[config.mk]
export PLATFORM = sky130hd
export DESIGN_NAME = ibc_ctrl
export DESIGN_NICKNAME = d
export VERILOG_FILES = /design/src/ibc_pkg.sv /design/src/ibc_ctrl.sv
export VERILOG_INCLUDE_DIRS = /design/src /design/src/src
export SDC_FILE = /design/constraint.sdc
export NUM_CORES = 1
export LEC_CHECK = 0
export BUFFER_PORTS_ARGS = -buffer_cell sky130_fd_sc_hd__buf_4
export CAP_MARGIN = 25
export CELL_PAD_IN_SITES_DETAIL_PLACEMENT = 0
export CELL_PAD_IN_SITES_GLOBAL_PLACEMENT = 1
export CORE_MARGIN = 5
export CORE_UTILIZATION = 30
export CTS_CLUSTER_SIZE = 20
export DETAILED_ROUTE_END_ITERATION = 8
export PLACE_DENSITY_LB_ADDON = 0.1
export SYNTH_ARGS = -nofsm -noshare
export SYNTH_HDL_FRONTEND = slang
export SYNTH_SLANG_ARGS = --single-unit
export TNS_END_PERCENT = 30
[constraint.sdc]
create_clock -name ref_clk -period 1.8 [get_ports ref_clk]
set_input_delay 0.09 -clock ref_clk [delete_from_list [all_inputs] [get_ports ref_clk]]
set_output_delay 0.09 -clock ref_clk [all_outputs]
set_load 0.01 [all_outputs]
[src/ibc_defs.svh]
// Timing, sizing and field constants of the interleaved memory board controller.
`ifndef IBC_DEFS_SVH
`define IBC_DEFS_SVH
`define IBC_CLK_NS       10
`define IBC_CYC_NS       400
`define IBC_ROW_NS       100
`define IBC_DATA_NS      100
`define IBC_WE_BEG_NS    200
`define IBC_WE_END_NS    300
`define IBC_RD_NS        300
`define IBC_REF_SMALL_NS 25000
`define IBC_REF_LARGE_NS 13000
`define IBC_REF_LEN_NS   400
`define IBC_MOD_CYC      (`IBC_CYC_NS / `IBC_CLK_NS)
`define IBC_ROW_CYC      ((`IBC_ROW_NS + `IBC_CLK_NS - 1) / `IBC_CLK_NS)
`define IBC_DATA_CYC     ((`IBC_DATA_NS + `IBC_CLK_NS - 1) / `IBC_CLK_NS)
`define IBC_WE_BEG_CYC   ((`IBC_WE_BEG_NS + `IBC_CLK_NS - 1) / `IBC_CLK_NS)
`define IBC_WE_END_CYC   (`IBC_WE_END_NS / `IBC_CLK_NS)
`define IBC_RD_CYC       (`IBC_RD_NS / `IBC_CLK_NS)
`define IBC_REF_SMALL    (`IBC_REF_SMALL_NS / `IBC_CLK_NS)
`define IBC_REF_LARGE    (`IBC_REF_LARGE_NS / `IBC_CLK_NS)
`define IBC_REF_LEN      ((`IBC_REF_LEN_NS + `IBC_CLK_NS - 1) / `IBC_CLK_NS)
`define IBC_SZ_32K       2'h0
`define IBC_SZ_64K       2'h1
`define IBC_SZ_128K      2'h2
`define IBC_SZ_256K      2'h3
`define IBC_CAP_32K      14
`define IBC_CAP_64K      15
`define IBC_CAP_128K     16
`define IBC_CAP_256K     17
`endif

[src/ibc_pkg.sv]
// Types shared by the memory board controller.
package ibc_pkg;
    typedef enum logic [1:0] {IF_IDLE, IF_SEL, IF_DATA} ibc_if_e;
    typedef struct packed {
        logic       hit;
        logic [1:0] mod;
        logic       bank;
        logic [6:0] row;
        logic [6:0] col;
    } ibc_req_s;
endpackage
[src/ibc_ctrl.sv]
// Control logic of a four-module interleaved dynamic RAM board.
`timescale 1ns/1ps
`include "ibc_defs.svh"
module ibc_ctrl #(
    parameter logic [1:0] BOARD_SIZE = `IBC_SZ_256K
) (
    // Clock and reset.
    input  wire logic            ref_clk,
    input  wire logic            rst_n,
    // CPU memory bus.
    input  wire logic            op_begin_strobe,
    input  wire logic            write_request,
    input  wire logic [16:0]     inbound_addr_data_bus,
    output logic                 busy_reject,
    output logic [15:0]          outbound_read_bus,
    output logic                 read_data_valid,
    // Board straps and power.
    input  wire logic [2:0]      board_jumper,
    input  wire logic            battery_fitted,
    input  wire logic            supply_good,
    // RAM array.
    output logic [3:0]           row_addr_enable,
    output logic [3:0]           col_addr_enable,
    output logic [3:0]           module_write_strobe,
    output logic [3:0]           bank_select,
    output logic [3:0][6:0]      ram_addr,
    output logic [15:0]          latched_write_data,
    input  wire logic [3:0][15:0] module_read_data
);
    localparam int MOD_CYC  = `IBC_MOD_CYC;
    localparam int MOD_LAST = MOD_CYC - 1;
    localparam int REF_LEN  = `IBC_REF_LEN;
    localparam int SW       = 88;

    logic [1:0]           rst_sync_q;
    logic                 rst_ok;
    logic [SW-1:0]        s1_q;
    logic [SW-1:0]        s2_q;
    logic                 strb_s;
    logic                 wreq_s;
    logic                 sgood_s;
    logic                 batt_s;
    logic [2:0]           jump_s;
    logic [16:0]          bus_s;
    logic [3:0][15:0]     rd_s;
    logic                 strb_prev_q;
    logic                 strb_rise;
    logic                 pfail;
    ibc_pkg::ibc_if_e     state_q;
    logic [16:0]          addr_q;
    ibc_pkg::ibc_req_s    req;
    logic [5:0]           dcnt_q;
    logic                 conflict;
    logic                 launch;
    logic [1:0]           ptr_q;
    logic [3:0]           busy_q;
    logic [3:0]           wr_q;
    logic [3:0][5:0]      cnt_q;
    logic [3:0][6:0]      row_q;
    logic [3:0][6:0]      col_q;
    logic [3:0][1:0]      optr_q;
    logic [3:0]           rd_done;
    logic [1:0]           rd_idx;
    logic [15:0]          muxed_read_data;
    logic [3:0][15:0]     held_read_data;
    logic [11:0]          tmr_q;
    logic                 ref_tick;
    logic                 ref_pend_q;
    logic                 ref_act_q;
    logic [5:0]           ref_cnt_q;
    logic [6:0]           ref_row_q;
    logic                 ref_start;
    logic                 ref_end;

    // Decodes a captured address into module, bank, row, column and board hit.
    function automatic ibc_pkg::ibc_req_s decode(input logic [16:0] a, input logic [2:0] j);
        ibc_pkg::ibc_req_s r;
        int                cap;
        logic [16:0]       hi;
        r     = '0;
        cap   = (BOARD_SIZE == `IBC_SZ_256K) ? `IBC_CAP_256K :
                (BOARD_SIZE == `IBC_SZ_128K) ? `IBC_CAP_128K :
                (BOARD_SIZE == `IBC_SZ_64K)  ? `IBC_CAP_64K  : `IBC_CAP_32K;
        hi    = a >> cap;
        r.hit = (BOARD_SIZE == `IBC_SZ_256K) || (hi == {14'h0000, j});
        r.mod = a[1:0];
        if (BOARD_SIZE[1]) begin
            r.col = a[8:2];
            r.row = a[15:9];
        end else begin
            r.col = {1'b0, a[7:2]};
            r.row = {1'b0, a[13:8]};
        end
        r.bank = (BOARD_SIZE == `IBC_SZ_256K) ? a[16] :
                 (BOARD_SIZE == `IBC_SZ_64K)  ? a[14] : 1'b0;
        return r;
    endfunction

    // Picks the lowest module finishing a read this cycle.
    function automatic logic [1:0] first_set(input logic [3:0] v);
        logic [1:0] k;
        k = 2'h0;
        for (int i = 3; i >= 0; i--) begin
            if (v[i]) begin
                k = 2'(i);
            end
        end
        return k;
    endfunction

    // Reset release and input synchronisers.
    always_ff @(posedge ref_clk or negedge rst_n) begin
        if (!rst_n) begin
            rst_sync_q <= 2'h0;
        end else begin
            rst_sync_q <= {rst_sync_q[0], 1'b1};
        end
    end
    assign rst_ok = rst_sync_q[1];

    always_ff @(posedge ref_clk or negedge rst_n) begin
        if (!rst_n) begin
            s1_q <= '0;
            s2_q <= '0;
        end else begin
            s1_q <= {op_begin_strobe, write_request, supply_good, battery_fitted,
                     board_jumper, inbound_addr_data_bus, module_read_data};
            s2_q <= s1_q;
        end
    end
    assign {strb_s, wreq_s, sgood_s, batt_s, jump_s, bus_s, rd_s} = s2_q;
    assign pfail     = batt_s & ~sgood_s;
    assign strb_rise = strb_s & ~strb_prev_q;

    // Shared interface sequencer.
    assign req      = decode(addr_q, jump_s);
    assign conflict = busy_q[req.mod] | ref_act_q;
    assign launch   = (state_q == ibc_pkg::IF_SEL) && req.hit && !conflict;

    always_ff @(posedge ref_clk or negedge rst_n) begin
        if (!rst_n) begin
            state_q     <= ibc_pkg::IF_IDLE;
            strb_prev_q <= 1'b0;
            addr_q      <= '0;
            dcnt_q      <= '0;
        end else if (!rst_ok) begin
            state_q     <= ibc_pkg::IF_IDLE;
            strb_prev_q <= 1'b0;
        end else begin
            strb_prev_q <= strb_s;
            unique case (state_q)
                ibc_pkg::IF_IDLE: begin
                    if (strb_rise && !pfail) begin
                        addr_q  <= bus_s;
                        state_q <= ibc_pkg::IF_SEL;
                    end
                end
                ibc_pkg::IF_SEL: begin
                    dcnt_q  <= '0;
                    state_q <= (launch && wreq_s) ? ibc_pkg::IF_DATA : ibc_pkg::IF_IDLE;
                end
                ibc_pkg::IF_DATA: begin
                    dcnt_q <= dcnt_q + 6'h01;
                    if (dcnt_q == 6'(`IBC_DATA_CYC - 1)) begin
                        state_q <= ibc_pkg::IF_IDLE;
                    end
                end
            endcase
        end
    end

    // Write data latch.
    always_ff @(posedge ref_clk or negedge rst_n) begin
        if (!rst_n) begin
            latched_write_data <= '0;
        end else if (state_q == ibc_pkg::IF_DATA && dcnt_q == 6'(`IBC_DATA_CYC - 1)) begin
            latched_write_data <= bus_s[15:0];
        end
    end

    // Busy reject: set on a conflicting select, held until the strobe drops.
    always_ff @(posedge ref_clk or negedge rst_n) begin
        if (!rst_n) begin
            busy_reject <= 1'b0;
        end else if (state_q == ibc_pkg::IF_SEL && req.hit && conflict) begin
            busy_reject <= 1'b1;
        end else if (!strb_s) begin
            busy_reject <= 1'b0;
        end
    end

    // Output register pointer.
    always_ff @(posedge ref_clk or negedge rst_n) begin
        if (!rst_n) begin
            ptr_q <= 2'h0;
        end else if (!rst_ok) begin
            ptr_q <= 2'h0;
        end else if (launch) begin
            ptr_q <= ptr_q + 2'h1;
        end
    end

    // Per-module timing generators and address latches.
    for (genvar m = 0; m < 4; m++) begin : g_mod
        always_ff @(posedge ref_clk or negedge rst_n) begin
            if (!rst_n) begin
                busy_q[m]         <= 1'b0;
                cnt_q[m]          <= '0;
                wr_q[m]           <= 1'b0;
                row_q[m]          <= '0;
                col_q[m]          <= '0;
                bank_select[m]    <= 1'b0;
                optr_q[m]         <= 2'h0;
            end else if (!rst_ok) begin
                busy_q[m] <= 1'b0;
            end else if (launch && req.mod == 2'(m)) begin
                busy_q[m]      <= 1'b1;
                cnt_q[m]       <= '0;
                wr_q[m]        <= wreq_s;
                row_q[m]       <= req.row;
                col_q[m]       <= req.col;
                bank_select[m] <= req.bank;
                optr_q[m]      <= ptr_q;
            end else if (busy_q[m]) begin
                cnt_q[m] <= cnt_q[m] + 6'h01;
                if (cnt_q[m] == 6'(MOD_LAST)) begin
                    busy_q[m] <= 1'b0;
                end
            end
        end

        assign row_addr_enable[m] = ref_act_q
                                  | (busy_q[m] & (cnt_q[m] < 6'(`IBC_ROW_CYC)));
        assign col_addr_enable[m] = ~ref_act_q & busy_q[m]
                                  & (cnt_q[m] >= 6'(`IBC_ROW_CYC));
        assign module_write_strobe[m] = busy_q[m] & wr_q[m]
                                      & (cnt_q[m] >= 6'(`IBC_WE_BEG_CYC))
                                      & (cnt_q[m] < 6'(`IBC_WE_END_CYC));
        assign ram_addr[m] = ref_act_q ? ref_row_q :
                             (cnt_q[m] < 6'(`IBC_ROW_CYC)) ? row_q[m] : col_q[m];
        assign rd_done[m] = busy_q[m] & ~wr_q[m] & (cnt_q[m] == 6'(`IBC_RD_CYC - 1));

    end

    // Four-to-one read mux and rotating output registers.
    assign rd_idx          = first_set(rd_done);
    assign muxed_read_data = rd_s[rd_idx];

    always_ff @(posedge ref_clk or negedge rst_n) begin
        if (!rst_n) begin
            held_read_data    <= '0;
            outbound_read_bus <= '0;
            read_data_valid   <= 1'b0;
        end else begin
            read_data_valid <= |rd_done;
            if (|rd_done) begin
                held_read_data[optr_q[rd_idx]] <= muxed_read_data;
                outbound_read_bus              <= muxed_read_data;
            end
        end
    end

    // Refresh interval timer and sequencer.
    assign ref_tick  = tmr_q == 12'(BOARD_SIZE[1] ? `IBC_REF_LARGE - 1 : `IBC_REF_SMALL - 1);
    assign ref_start = ref_pend_q && !ref_act_q && busy_q == 4'h0
                     && state_q == ibc_pkg::IF_IDLE;
    assign ref_end   = ref_act_q && ref_cnt_q == 6'(REF_LEN - 1);

    always_ff @(posedge ref_clk or negedge rst_n) begin
        if (!rst_n) begin
            tmr_q <= '0;
        end else begin
            tmr_q <= ref_tick ? 12'h000 : tmr_q + 12'h001;
        end
    end

    always_ff @(posedge ref_clk or negedge rst_n) begin
        if (!rst_n) begin
            ref_pend_q <= 1'b0;
        end else if (ref_tick) begin
            ref_pend_q <= 1'b1;
        end else if (ref_start) begin
            ref_pend_q <= 1'b0;
        end
    end

    always_ff @(posedge ref_clk or negedge rst_n) begin
        if (!rst_n) begin
            ref_act_q <= 1'b0;
            ref_cnt_q <= '0;
            ref_row_q <= '0;
        end else if (ref_start) begin
            ref_act_q <= 1'b1;
            ref_cnt_q <= '0;
        end else if (ref_end) begin
            ref_act_q <= 1'b0;
            ref_row_q <= ref_row_q + 7'h01;
        end else if (ref_act_q) begin
            ref_cnt_q <= ref_cnt_q + 6'h01;
        end
    end
endmodule

# After elaboration in Yosys (flattened, before gate mapping)
# Cells that the tools add are included.
# word_totals
register_bits	357
wordCells	231
# op_classes
addsub	8
magnitude_cmp	18
n_eq_ne	20
muxes	57
n_bitwise	47
reduce_logical	41
# op_table
op	count
2-to-1 mux 6 bit	11
2-to-1 mux 7 bit	8
adder 6 x 1 -> 6 bit, second input constant	6
AND 1 bit	34
binary-select mux 16 bit (select 2 bit)	1
== test 6 bit, second input constant	5
== test 6 x 5 -> 1 bit, second input constant	4
>= comparator 6 x 4 -> 1 bit, second input constant	4
>= comparator 6 x 5 -> 1 bit, second input constant	4
< comparator 6 x 4 -> 1 bit, second input constant	4
< comparator 6 x 5 -> 1 bit, second input constant	4
2-to-1 mux 1 bit	24
AND reduction 2 bit	12
2-to-1 mux 16 bit	1
2-to-1 mux 2 bit	8
nonzero test 2 bit	8
logical AND 1 bit	13
adder 12 x 1 -> 12 bit, second input constant	1
== test 12 x 11 -> 1 bit, second input constant	1
2-to-1 mux 12 bit	1
case mux 6 bit (2 select lines)	1
inverter 1 bit	8
adder 7 x 1 -> 7 bit, second input constant	1
== test 2 bit, second input constant	3
14 further kinds	24

# Depth between registers and ports, before layout
# Gate-level depths: netlist (run 1).
# depth
depth_word	9
ltp_mapped	9

# Worst setup path before layout (run 1)
# OpenSTA, ideal clock, no wires.
# synth_timing
path_kind	reg2reg
start	register cnt_q[7] (netlist bit)
end	register outbound_read_bus[5]
arrival_time_ps	1923
t_required_ps	1713
setup_slack_ps	-210
stages_incl_launch_ff	10
path_buffers	2
period_less_slack_ps	2010
cell_sequence	dfrtp_1 -> inv_1 -> ha_1 -> inv_1 -> or4_4 -> buf_6 -> o21ai_4 -> buf_6 -> a222oi_1 -> a211oi_2
# synth_between
elab_chain_cells	6
word_cells_on_any_way	7
# synth_lines
item	line	text
from (decl)	ibc_ctrl.sv:58	logic [3:0][5:0] cnt_q;
from (signal, indexed assignment)	ibc_ctrl.sv:225	cnt_q[m] <= cnt_q[m] + 6'h01;
== test 6 x 5 -> 1 bit (*)	ibc_ctrl.sv:241	assign rd_done[m] = busy_q[m] & ~wr_q[m] & (cnt_q[m] == 6'(`IBC_RD_CYC - 1));
AND 1 bit (*)	ibc_ctrl.sv:241	
2-to-1 mux 2 bit (2 in series)	ibc_ctrl.sv:104	if (v[i]) begin
binary-select mux 16 bit (select 2 bit)	ibc_ctrl.sv:247	assign muxed_read_data = rd_s[rd_idx];
2-to-1 mux 16 bit (implied by the code)	ibc_ctrl.sv:247	
to (signal assigned)	ibc_ctrl.sv:258	outbound_read_bus <= muxed_read_data;
to (decl)	ibc_ctrl.sv:15	output logic [15:0] outbound_read_bus,
# Every way passes the cells marked *; elsewhere a longest branch is shown, timed or not. The select of a mux whose other input is x is not followed.
# A chain may end at the register's enable or synchronous reset.

==> impl_results.md, run 1 <==
- Synth top area cells: dfrtp_1, nand2_1, mux2_2, mux2i_1, ha_1
- Post-detail-place hpwl: 23900 um
- WP data arrival: 2.00 ns
- Synth Net Count: 1165
- Startpoint types: flip-flop
- Run status: complete, but fails checks
- Reg2Reg Setup Slack: -0.26 ns
- Worst hold path type: in -> async
- CTS Root Cell: clkbuf_16
- Yosys top cell area share: 66.1%
- Initial Util: 30.2%
- Most frequent cells in the layout: dfrtp_1, buf_4, nand2_1
- Syn Area/Cell: 12.6 um2
- Mapped cell area: 0.0133 mm2
- Final cell count without fillers: 2057
- DIE WIDTH: 220 um
- P&R area growth vs syn: 44.5%
- Antenna diodes: 0
- WS Path Type: reg -> out
- Reg2reg start: cnt_q[1]$_DFFE_PN0P_
- WL final: 36600 um
- Power Total: 23100 uW
- Failing checks: setup timing
- Required time worst endpoint: 1.71 ns
- Ports: 168
- Placement Rows: 77
- Total GRT Usage: 15.0%
- CTS Sinks: 351
- Post-synth EDFFs: 0
- Place WS: -0.124 ns
- Worst skew pair latency: 0.56 ns
- Layout cells sized above 1: 36.2%
- Reg power frac: 43.9%
- Max-slew headroom: 66.8%
- Setup Skew: 0.0203 ns
- Die Area: 0.0486 mm2
- Max VDD drop: 672 uV
- RSZ-0062 raised after global routing: true
- CTS tree: yes
- Synth Flop Type: dfrtp_1
- LEAKAGE: 0.00893 uW
- Clk pwr share: 35.9%
- Switching Share: 28.1%
- Peak fanout along the critical path: 8
- Transition time of the tightest slew-check pin: 0.496 ns
- Num CTS Buffers: 41
- Pwr Density: 1200 mW/mm2
- Worst Hold Slack: 0.0573 ns
- Worst R2R End: outbound_read_bus[12]$_DFFE_PN0P_
- Initial DRT Pass Iterations: 8
- Vias in the first global route: 9795
- Post-synth top area cell: dfrtp_1
- Cells on worst reg2reg path: 10
- Ys Warns: 0
- Antenna violations before repair: 0
- Async SR Flop Fraction: 100%
- Max-cap viol count: 0
- Clk pin slew, worst setup/hold paths: 0.06 ns
- Placed cells: 1878
- Max frequency: 478 MHz
- Antenna Nets Post-Route: 0
- Routability congestion estimate: 0.755
- H-tree levels: 2
- DRT iter0 DRCs: 634
- Crit. End Element: primary output
- Synthesis-stage register bit count: 351
- First-pass GRT wire length: 56700 um
- # setup viols final: 57
- Commonest non-fill, non-tap cell in the layout: dfrtp_1
- Vias: 9186
- Core Region: 0.0440 mm2
- Tmin final: 2.09 ns
- Max Buffers Root-to-Sink: 3
- Net load switching power: 6480 uW
- Vias per cell: 4.47
- I/O Buffers: 164
- Int Power: 16600 uW
- WL per Instance: 17.8 um
- Largest net degree at the start of global routing: 63
- Max-slew violation count: 0
- Yosys cell types: 67
- Final worst slack: -0.294 ns
- Syn Inst Count: 1055
- DIE HEIGHT: 220 um
- Post-synthesis sequential area ratio: 66.1%
- Final worst-path cycle share: 116%
- Final Hold Vio Count: 0
- Fillers: 4159
- Core Util, Final: 43.6%
- Drt drc: 0
- Nets: 1546
- Comb power frac: 20.3%
- GR Overflow Total: 0
-- sequential cells by signal, summed over array words and instances (netlist names) --
register / flops
wr_q: 4
s2_q: 85
bank_select: 4
outbound_read_bus: 16
s1_q: 85
state_q: 2
addr_q: 17
strb_prev_q: 1
row_q: 28
ref_act_q: 1
dcnt_q: 6
read_data_valid: 1
latched_write_data: 16
busy_q: 4
col_q: 28
ref_row_q: 7
cnt_q: 24
ref_cnt_q: 6
tmr_q: 12
busy_reject: 1
ref_pend_q: 1
rst_sync_q: 2
-- final cells by class --
type	instances	area [um2]	area share (%)
Sequential cell	351	8790	45.8
Multi-Input combinational cell	645	4740	24.7
Timing Repair Buffer	382	3500	18.3
Clock buffer	58	1210	6.32
Tap cell	592	741	3.86
Clock inverter	14	135	0.704
Inverter	15	73.8	0.385
-- worst max-delay path by stage --
| stage | startpoint | endpoint | slack [ns] | cells past startpoint |
|---|---|---|---|---|
| 2_1_floorplan | cnt_q[7]$_DFFE_PN0P_ | outbound_read_bus[10]$_DFFE_PN0P_ | -0.12 | 9 |
| 3_3_place_gp | cnt_q[5]$_DFFE_PN0P_ | outbound_read_bus[3]$_DFFE_PN0P_ | -0.07 | 7 |
| 3_5_place_dp | cnt_q[7]$_DFFE_PN0P_ | outbound_read_bus[0]$_DFFE_PN0P_ | -0.12 | 8 |
| 4_1_cts | cnt_q[13]$_DFFE_PN0P_ | ram_addr[16] | -0.33 | 8 |
| 5_1_grt | cnt_q[1]$_DFFE_PN0P_ | ram_addr[4] | -0.40 | 7 |
| 6_report | cnt_q[13]$_DFFE_PN0P_ | ram_addr[16] | -0.29 | 8 |
-- timing repair --
action | 4_1_cts | 5_1_grt
hold endpoints to repair | 436 | 0
pin swaps | 42 | 33
gates cloned | 0 | 4
resized for setup | 85 | 75
buffers inserted | 7 | 10
hold buffers | 86 | 0
setup endpoints to repair | 71 | 137
-- critical path, stage by stage (launching register included) --
cell and delay (ns):
dfrtp_1 0.39, buf_6 0.13, o21ai_4 0.13, nand2_2 0.08
buf_12 0.16, mux2i_1 0.12, a21oi_1 0.17, buf_4 0.16
buf_6 0.10
-- power by group through the flow --
stage / sequential (uW) / combinational [uW] / clock, uW
after floorplan: 9890 / 2040 / 0
after global placement: 10200 / 4080 / 0
after detailed placement: 10200 / 4110 / 0
after CTS: 10100 / 4580 / 8580
after global routing: 10300 / 5180 / 8890
final: 10100 / 4670 / 8260
-- metrics by stage --
| step | cell area [um2] | TNS [ns] |
|---|---|---|
| after CTS | 18700 | -11.52 |
| after global routing | 19200 | -16.63 |
| after detailed placement | 16200 | -2.46 |
| final | 19200 | -9.82 |
| after global placement | 16200 | -1.81 |
| after floorplan | 13400 | -2.42 |
-- per-layer routing --
| metal | wire, um | vias to the layer above | part of all wire [%] | GRT usage (%) |
|---|---|---|---|---|
| li1 | - | 4392 | - | - |
| met1 | 17100 | 4577 | 47 | 20.8 |
| met2 | 17100 | 159 | 47 | 24.0 |
| met3 | 1620 | 58 | 4.4 | 3.34 |
| met4 | 853 | 0 | 2.3 | 3.99 |
| met5 | 0 | - | 0 | 0 |
-- synthesized netlist by cell type (2+ instances only) --
cell type,number
dfrtp_1,351
nand2_1,194
a21oi_1,48
nor2_1,42
mux2_2,33
mux2i_1,30
nand3_1,28
clkbuf_1,25
and2_1,21
o21ai_0,21
ha_1,20
nor3_1,19
xor2_1,18
a222oi_1,16
mux2_1,16
o21a_1,16
a211oi_2,14
inv_1,14
xnor2_1,14
nand4_1,10
buf_2,9
or3_1,7
and3_1,6
o21ai_1,6
buf_6,5
nand3b_1,5
o31ai_1,5
buf_4,4
nor2b_1,4
or4_1,4
a21o_1,3
a22o_1,3
a311oi_1,3
nand2b_1,3
a211oi_1,2
nor3b_1,2
nor4_1,2
nor4b_1,2
or4b_1,2
-- kinds of logic after synthesis --
family                     share of synthesized area [%]
DFF                                                 66.1
xor gates and xnor gates                            2.11
muxes                                               6.58
adders and majority gates                           1.88
and+or+nand+nor                                     13.1
other                                             0.0282
buffers and inverters                               2.29
AOI/OAI and AO/OA                                   7.96
No activity file was read; power rests on OpenSTA's default activity.
==> run 2: changes to the inputs <==
- PLACE_DENSITY_LB_ADDON: 0.1 -> 0.25
- REMOVE_ABC_BUFFERS: default -> 1
==> run 2 against run 1 <==
The flow still finishes with violations (setup timing); combinational power fell by 4.7%; clock-buffer cell count fell by 3; final cell count fell by 0.73%; largest cell class unchanged.
==> impl_results.md, run 2 (synthesized netlist as in run 1, its figures left out) <==
- Max Buffers Root-to-Sink: 3 (unchanged)
- Max VDD drop: 662 uV (-1.5%)
- Core Util, Final: 43.2% (-0.41 points)
- WL final: 36100 um (-1.6%)
- Final worst-path cycle share: 116% (-0.28 points)
- Failing checks: setup timing
- Initial DRT Pass Iterations: 5 (-3)
- Max-cap viol count: 0 (unchanged)
- Total GRT Usage: 14.7% (-0.30 points)
- P&R area growth vs syn: 43.1%
- Reg2Reg Setup Slack: -0.29 ns (-0.03 ns)
- LEAKAGE: 0.00881 uW (-1.4%)
- Highest-delay cell along the critical path: or4_4
- Met2 global-route usage: 23.8% (-0.13 points)
- Worst R2R End: outbound_read_bus[4]$_DFFE_PN0P_
- Required time worst endpoint: 2.21 ns (+0.50 ns)
- I/O Buffers: 164 (unchanged)
- Max frequency: 479 MHz (+0.24%)
- Worst skew pair latency: 0.55 ns (about the same)
- Post-detail-place hpwl: 23900 um (+0.32%)
- WL per Instance: 17.7 um (-0.88%)
- Tmin final: 2.09 ns (-0.00511 ns)
- First-pass GRT wire length: 56000 um (-1.3%)
- Die Area: 0.0486 mm2 (unchanged)
- DIE HEIGHT: 220 um (unchanged)
- Crit. End Element: flip-flop
- Placed inst area: 0.0160 mm2 (-0.98%)
- WS Path Type: reg -> reg
- Cells on worst reg2reg path: 10 (unchanged)
- Most frequent cells in the layout: dfrtp_1, buf_4, nand2_1
- Num CTS Buffers: 39 (-4.9%)
- Fillers: 4112 (-1.1%)
- Cell chain of the critical path: inv_2, ha_4, inv_2, or4_4, buf_6, a21boi_4, buf_12, clkbuf_16, and2_4, a211oi_2
- Worst Hold Slack: 0.0427 ns (-0.0147 ns)
- Vias per cell: 4.50 (+0.77%)
- Largest regs: s1_q (85), s2_q (85)
- Critical Path Most Common Cell: inv_2
- Slowest stage delay, CP: 0.55 ns (+0.16 ns)
- Antenna violations before repair: 0 (unchanged)
- Startpoint types: flip-flop
- Commonest non-fill, non-tap cell in the layout: dfrtp_1
- GR Overflow Total: 0 (unchanged)
- Worst hold path type: in -> async
- DRT iter0 DRCs: 607 (-4.3%)
- CTS tree: yes
- Antenna Nets Post-Route: 0 (unchanged)
- Nets: 1532 (-0.91%)
- CTS Root Cell: clkbuf_16
- Clk pin slew, worst setup/hold paths: 0.06 ns (about the same)
- Vias: 9189 (+0.033%)
- Critical Path Source: cnt_q[7]$_DFFE_PN0P_
- WP data arrival: 2.50 ns (+0.50 ns)
- M1 GR Usage: 20.3% (-0.49 points)
- Design Area, Final: 0.0190 mm2 (-0.95%)
- Layout cells sized above 1: 34.4% (-1.8 points)
- Busiest grt layer: met2
- Run status: complete, but fails checks
- H-tree levels: 2 (unchanged)
- RSZ-0062 raised after global routing: true
- Reg2reg start: cnt_q[7]$_DFFE_PN0P_
- Ports: 168 (unchanged)
- Core Region: 0.0440 mm2 (unchanged)
- Placement Rows: 77 (unchanged)
- Final worst slack: -0.289 ns (+0.00511 ns)
- Peak fanout along the critical path: 8 (unchanged)
- Met3 GRT Util: 2.67% (-0.67 points)
- Pwr Density: 1200 mW/mm2 (+0.21%)
- Largest net degree at the start of global routing: 66 (+4.8%)
- CTS Sinks: 351 (unchanged)
- DIE WIDTH: 220 um (unchanged)
- Vias in the first global route: 9784 (-0.11%)
- Final Hold Vio Count: 0 (unchanged)
- Setup Skew: 0.0191 ns (-0.00116 ns)
- Max-slew violation count: 0 (unchanged)
- Drt drc: 0 (unchanged)
- Initial Util: 30.2% (unchanged)
- Antenna diodes: 0 (unchanged)
- Routability congestion estimate: 0.749 (-0.70%)
- # setup viols final: 77 (+35%)
## run 2: changes by cell type in the layout (fill, tap and decap cells not counted), sizes merged
cell / previous run / this run
inv: 15 / 16
clkbuf: 60 / 57
clkinv: 9 / 5
clkinvlp: 3 / 2
bufinv: 2 / 6
buf: 294 / 283
and2: 23 / 22
## run 2: repair_timing
item / 4_1_cts / 5_1_grt
pin swaps: 55 / 21
hold buffers: 86 / 0
endpoints found under the setup margin: 133 / 137
gates cloned: 1 / 3
buffers inserted: 14 / 4
gates resized for setup: 96 / 59
endpoints found under the hold margin: 436 / 0
## run 2: area by class of cell
class	count	area (um2)	area share, %
inverters	15	58.8	0.309
repair buffers	371	3400	17.9
clock inverters	14	244	1.28
multi-input cells	644	4690	24.7
flip-flops and latches	351	8790	46.2
well taps	592	741	3.90
clock buffers	55	1100	5.77
## run 2: how the worst max path moves through the flow
stage | endpoint | slack [ns] | cells after the start
after global routing | ram_addr[10] | -0.34 | 7
after CTS | ram_addr[10] | -0.30 | 7
final | outbound_read_bus[4]$_DFFE_PN0P_ | -0.29 | 10
after floorplan | cnt_q[13]$_DFFE_PN0P_ | -1.14 | 6
after detailed placement | outbound_read_bus[7]$_DFFE_PN0P_ | -0.18 | 8
after global placement | outbound_read_bus[4]$_DFFE_PN0P_ | -0.13 | 6
## run 2: critical path, delay by kind of cell, from the launching register on
kind	cells	cell delay, ns
buf+inv	5	0.57
flops	1	0.40
fa+ha+maj	1	0.13
compound gates	2	0.17
simple gates	2	0.69
## run 2: layer usage
layer / up-vias / part of all wire [%]
li1: 4370 / -
met1: 4595 / 46
met2: 168 / 48
met3: 56 / 4.3
met4: 0 / 2.2
met5: - / 0
## run 2: report_power, final
| group | leakage, uW | total, uW | internal, uW | switching, uW |
|---|---|---|---|---|
| combinational | 0.00380 | 4450 | 2320 | 2130 |
| clock | 0.000647 | 8340 | 5130 | 3210 |
| sequential | 0.00436 | 10100 | 9130 | 968 |
## run 2: stage by stage
stage,power [uW],instances,setup slack [ns],TNS [ns]
after floorplan,11800,1010,-1.14,-72.06
after global placement,14100,1867,-0.133,-7.32
after detailed placement,14100,1867,-0.182,-10.46
after CTS,23100,2036,-0.302,-10.87
after global routing,24100,2042,-0.340,-18.70
final,22900,2042,-0.289,-9.71
==> run 3: changes to the inputs <==
- ABC_AREA: default -> 1
==> run 3 against run 2 <==
The run still ends with setup timing left; total power is 4.0% lower; worst hold slack improved by 0.044 ns; sequential cell count did not move; clock skew down 0.00090 ns; cell area down 0.80%; via count rose by 4.9%; synthesized cell count is 25% higher; non-clock buffer count down 33; clock-buffer cell count decreased by 1; critical path type is now reg -> out.
==> impl_results.md, run 3 <==
- Vias in the first global route: 10100 (+3.7%)
- Setup tns final: -6.52 ns (+3.19 ns)
- Vias: 9639 (+4.9%)
- Worst hold path type: in -> async
- Antenna diodes: 0 (unchanged)
- Syn Area/Cell: 10.4 um2 (-18%)
- Max frequency: 479 MHz (about the same)
- Synth top area cells: dfrtp_1, nand2_1, inv_1, o21ai_0, nand3_1
- Initial Util: 30.2% (about the same)
- Layout cells sized above 1: 25.4% (-9.0 points)
- Place WS: 0.0140 ns (+0.196 ns)
- GR Overflow Total: 0 (unchanged)
- Tmin final: 2.09 ns (-0.00185 ns)
- Initial DRT Pass Iterations: 5 (unchanged)
- Syn Inst Count: 1314 (+25%)
- Peak fanout along the critical path: 5 (-3)
- Routability congestion estimate: 0.764 (+2.0%)
- Met2 global-route usage: 21.4% (-2.4 points)
- Synth Flop Type: dfrtp_1
- Cell with the most instances after synthesis: dfrtp_1
- Post-synth top area cell: dfrtp_1
- WP data arrival: 2.00 ns (-0.50 ns)
- RSZ-0062 raised after global routing: true
- Nets: 1761 (+15%)
- DIE WIDTH: 223 um (+1.3%)
- Highest-delay cell along the critical path: dfrtp_1
- Max-cap viol count: 0 (unchanged)
- Ys Warns: 0 (unchanged)
- Final worst-path cycle share: 116% (about the same)
- Max-slew violation count: 0 (unchanged)
- Setup Skew: 0.0182 ns (-0.000895 ns)
- Startpoint types: flip-flop
- CTS Root Cell: clkbuf_16
- Max VDD drop: 772 uV (+17%)
- DIE HEIGHT: 223 um (+1.3%)
- Crit. End Element: primary output
- Num CTS Buffers: 41 (+5.1%)
- Run status: complete, but fails checks
- H-tree levels: 2 (unchanged)
- Post-synth EDFFs: 0 (unchanged)
- Commonest cells post-synth: dfrtp_1, nand2_1, inv_1
- DRT iter0 DRCs: 461 (-24%)
- Async SR Flop Fraction: 100% (unchanged)
- Final worst slack: -0.287 ns (+0.00185 ns)
- First-pass GRT wire length: 54700 um (-2.2%)
- Busiest grt layer: met2
- M1 GR Usage: 18.6% (-1.7 points)
- Worst skew pair latency: 0.55 ns (about the same)
- WL final: 33500 um (-7.1%)
- Total GRT Usage: 13.6% (-1.2 points)
- Synthesis-stage register bit count: 351 (unchanged)
- Clk pin slew, worst setup/hold paths: 0.06 ns (about the same)
- # setup viols final: 51 (-34%)
- P&R area growth vs syn: 38.2%
- Max Buffers Root-to-Sink: 3 (unchanged)
- Antenna violations before repair: 0 (unchanged)
- Fillers: 4361 (+6.1%)
- Slowest stage delay, CP: 0.39 ns (-0.16 ns)
- Met3 GRT Util: 3.03% (+0.36 points)
- CTS Sinks: 351 (unchanged)
- WL per Instance: 14.7 um (-17%)
- Placement Rows: 78 (+1.3%)
- Die Area: 0.0499 mm2 (+2.6%)
- Antenna Nets Post-Route: 0 (unchanged)
- Post-detail-place hpwl: 21400 um (-10%)
- Critical Path Most Common Cell: buf_6
- Post-synthesis sequential area ratio: 64.3% (-1.8 points)
- Worst path top cell family by delay: buffers and inverters
- Yosys cell types: 45 (-33%)
- CTS tree: yes
- Power Total: 22000 uW (-4.0%)
- Required time worst endpoint: 1.71 ns (-0.50 ns)
- Commonest non-fill, non-tap cell in the layout: dfrtp_1
- Largest regs: s1_q (85), s2_q (85)
- Cell chain of the critical path: buf_6, nand2_2, nand4_1, buf_6, buf_12, mux2i_1, o21ai_2, buf_6
- LEAKAGE: 0.00946 uW (+7.4%)
- Core Region: 0.0452 mm2 (+2.6%)
- I/O Buffers: 164 (unchanged)
- Failing checks: setup timing
- Pwr Density: 1160 mW/mm2 (-3.2%)
- Most frequent cells in the layout: dfrtp_1, nand2_1, buf_4
- Worst Hold Slack: 0.0869 ns (+0.0442 ns)
- Mapped cell area: 0.0137 mm2 (+2.7%)
- Final Hold Vio Count: 0 (unchanged)
- Vias per cell: 4.22 (-6.1%)
- WS Path Type: reg -> out
- CP bufs+invs: 4 (-1)
- Largest net degree at the start of global routing: 69 (+4.5%)
- Drt drc: 0 (unchanged)
- Yosys top cell area share: 64.3% (-1.8 points)
- Ports: 168 (unchanged)
==> run 3: cell count changes in the layout (fill, tap and decap cells not counted), sizes merged, moves of 31 or more <==
cell / change
inv: +177
nand3: +87
nand2: +103
o21ai: +122
a21oi: -44
buf: -31
mux2: -48
==> run 3: path summary, 6_finish.rpt <==
kind | from | to | slack [ns] | cells after the start
min in group ref_clk | module_read_data[34] | s1_q[34]$_DFF_PN0_ | 0.19 | 2
hold reg to reg | s1_q[71]$_DFF_PN0_ | s2_q[71]$_DFF_PN0_ | 0.34 | 0
setup reg to reg | cnt_q[13]$_DFFE_PN0P_ | outbound_read_bus[7]$_DFFE_PN0P_ | -0.07 | 14
hold / removal | rst_n | cnt_q[2]$_DFFE_PN0P_ | 0.09 | 2
setup / recovery | cnt_q[13]$_DFFE_PN0P_ | ram_addr[16] | -0.29 | 8
max in group asynchronous | rst_n | s2_q[75]$_DFF_PN0_ | 0.99 | 3
==> run 3: kinds of logic (layout without fill, tap and decap cells) <==
logic type                 Yosys count  count (layout)  share of synthesized area [%]
and+or+nand+nor                    494             494                           16.4
DFF                                351             351                           64.3
buffers and inverters              237             605                           7.62
AOI/OAI and AO/OA                  162             162                           6.38
muxes                               29              29                           2.14
adders and majority gates           20              20                           1.83
xor gates and xnor gates            20              20                           1.28
other                                1               1                         0.0275
==> run 3: timing repair <==
| action | CTS | global route |
|---|---|---|
| hold buffers | 86 | 0 |
| resized for setup | 80 | 44 |
| setup endpoints to repair | 39 | 64 |
| pin swaps | 16 | 21 |
| setup buffers | 18 | 6 |
| gates cloned | 2 | 0 |
| endpoints found under the hold margin | 436 | 0 |
==> run 3: metrics by stage <==
| stage | instance area (um2) | cells | utilization, % |
|---|---|---|---|
| 2_1_floorplan | 13300 | 1270 | - |
| 3_3_place_gp | 16000 | 2102 | 35.5 |
| 3_5_place_dp | 16000 | 2102 | 35.5 |
| 4_1_cts | 18700 | 2278 | 41.3 |
| 5_1_grt | 18900 | 2282 | 41.7 |
| 6_report | 18900 | 2282 | 41.7 |
==> run 3: layout make-up <==
| type | instances | area (um2) | share of cell area, % |
|---|---|---|---|
| Timing Repair Buffer | 338 | 3090 | 16.4 |
| Sequential cell | 351 | 8790 | 46.6 |
| Clock buffer | 54 | 1180 | 6.24 |
| Inverter | 193 | 727 | 3.85 |
| Multi-Input combinational cell | 726 | 4070 | 21.6 |
| Clock inverter | 20 | 256 | 1.36 |
| Tap cell | 600 | 751 | 3.98 |
==> run 3: per-layer routing <==
layer,vias to the layer above,wire length (um)
met3,60,1550
met2,180,15300
met4,0,890
met5,-,0
met1,4559,15800
li1,4840,-
==> run 3: power by group <==
group	total, uW	switching, uW	internal, uW
Sequential	9540	593	8950
Combinational	3700	2020	1680
Clock	8730	3270	5460
Total	22000	5880	16100
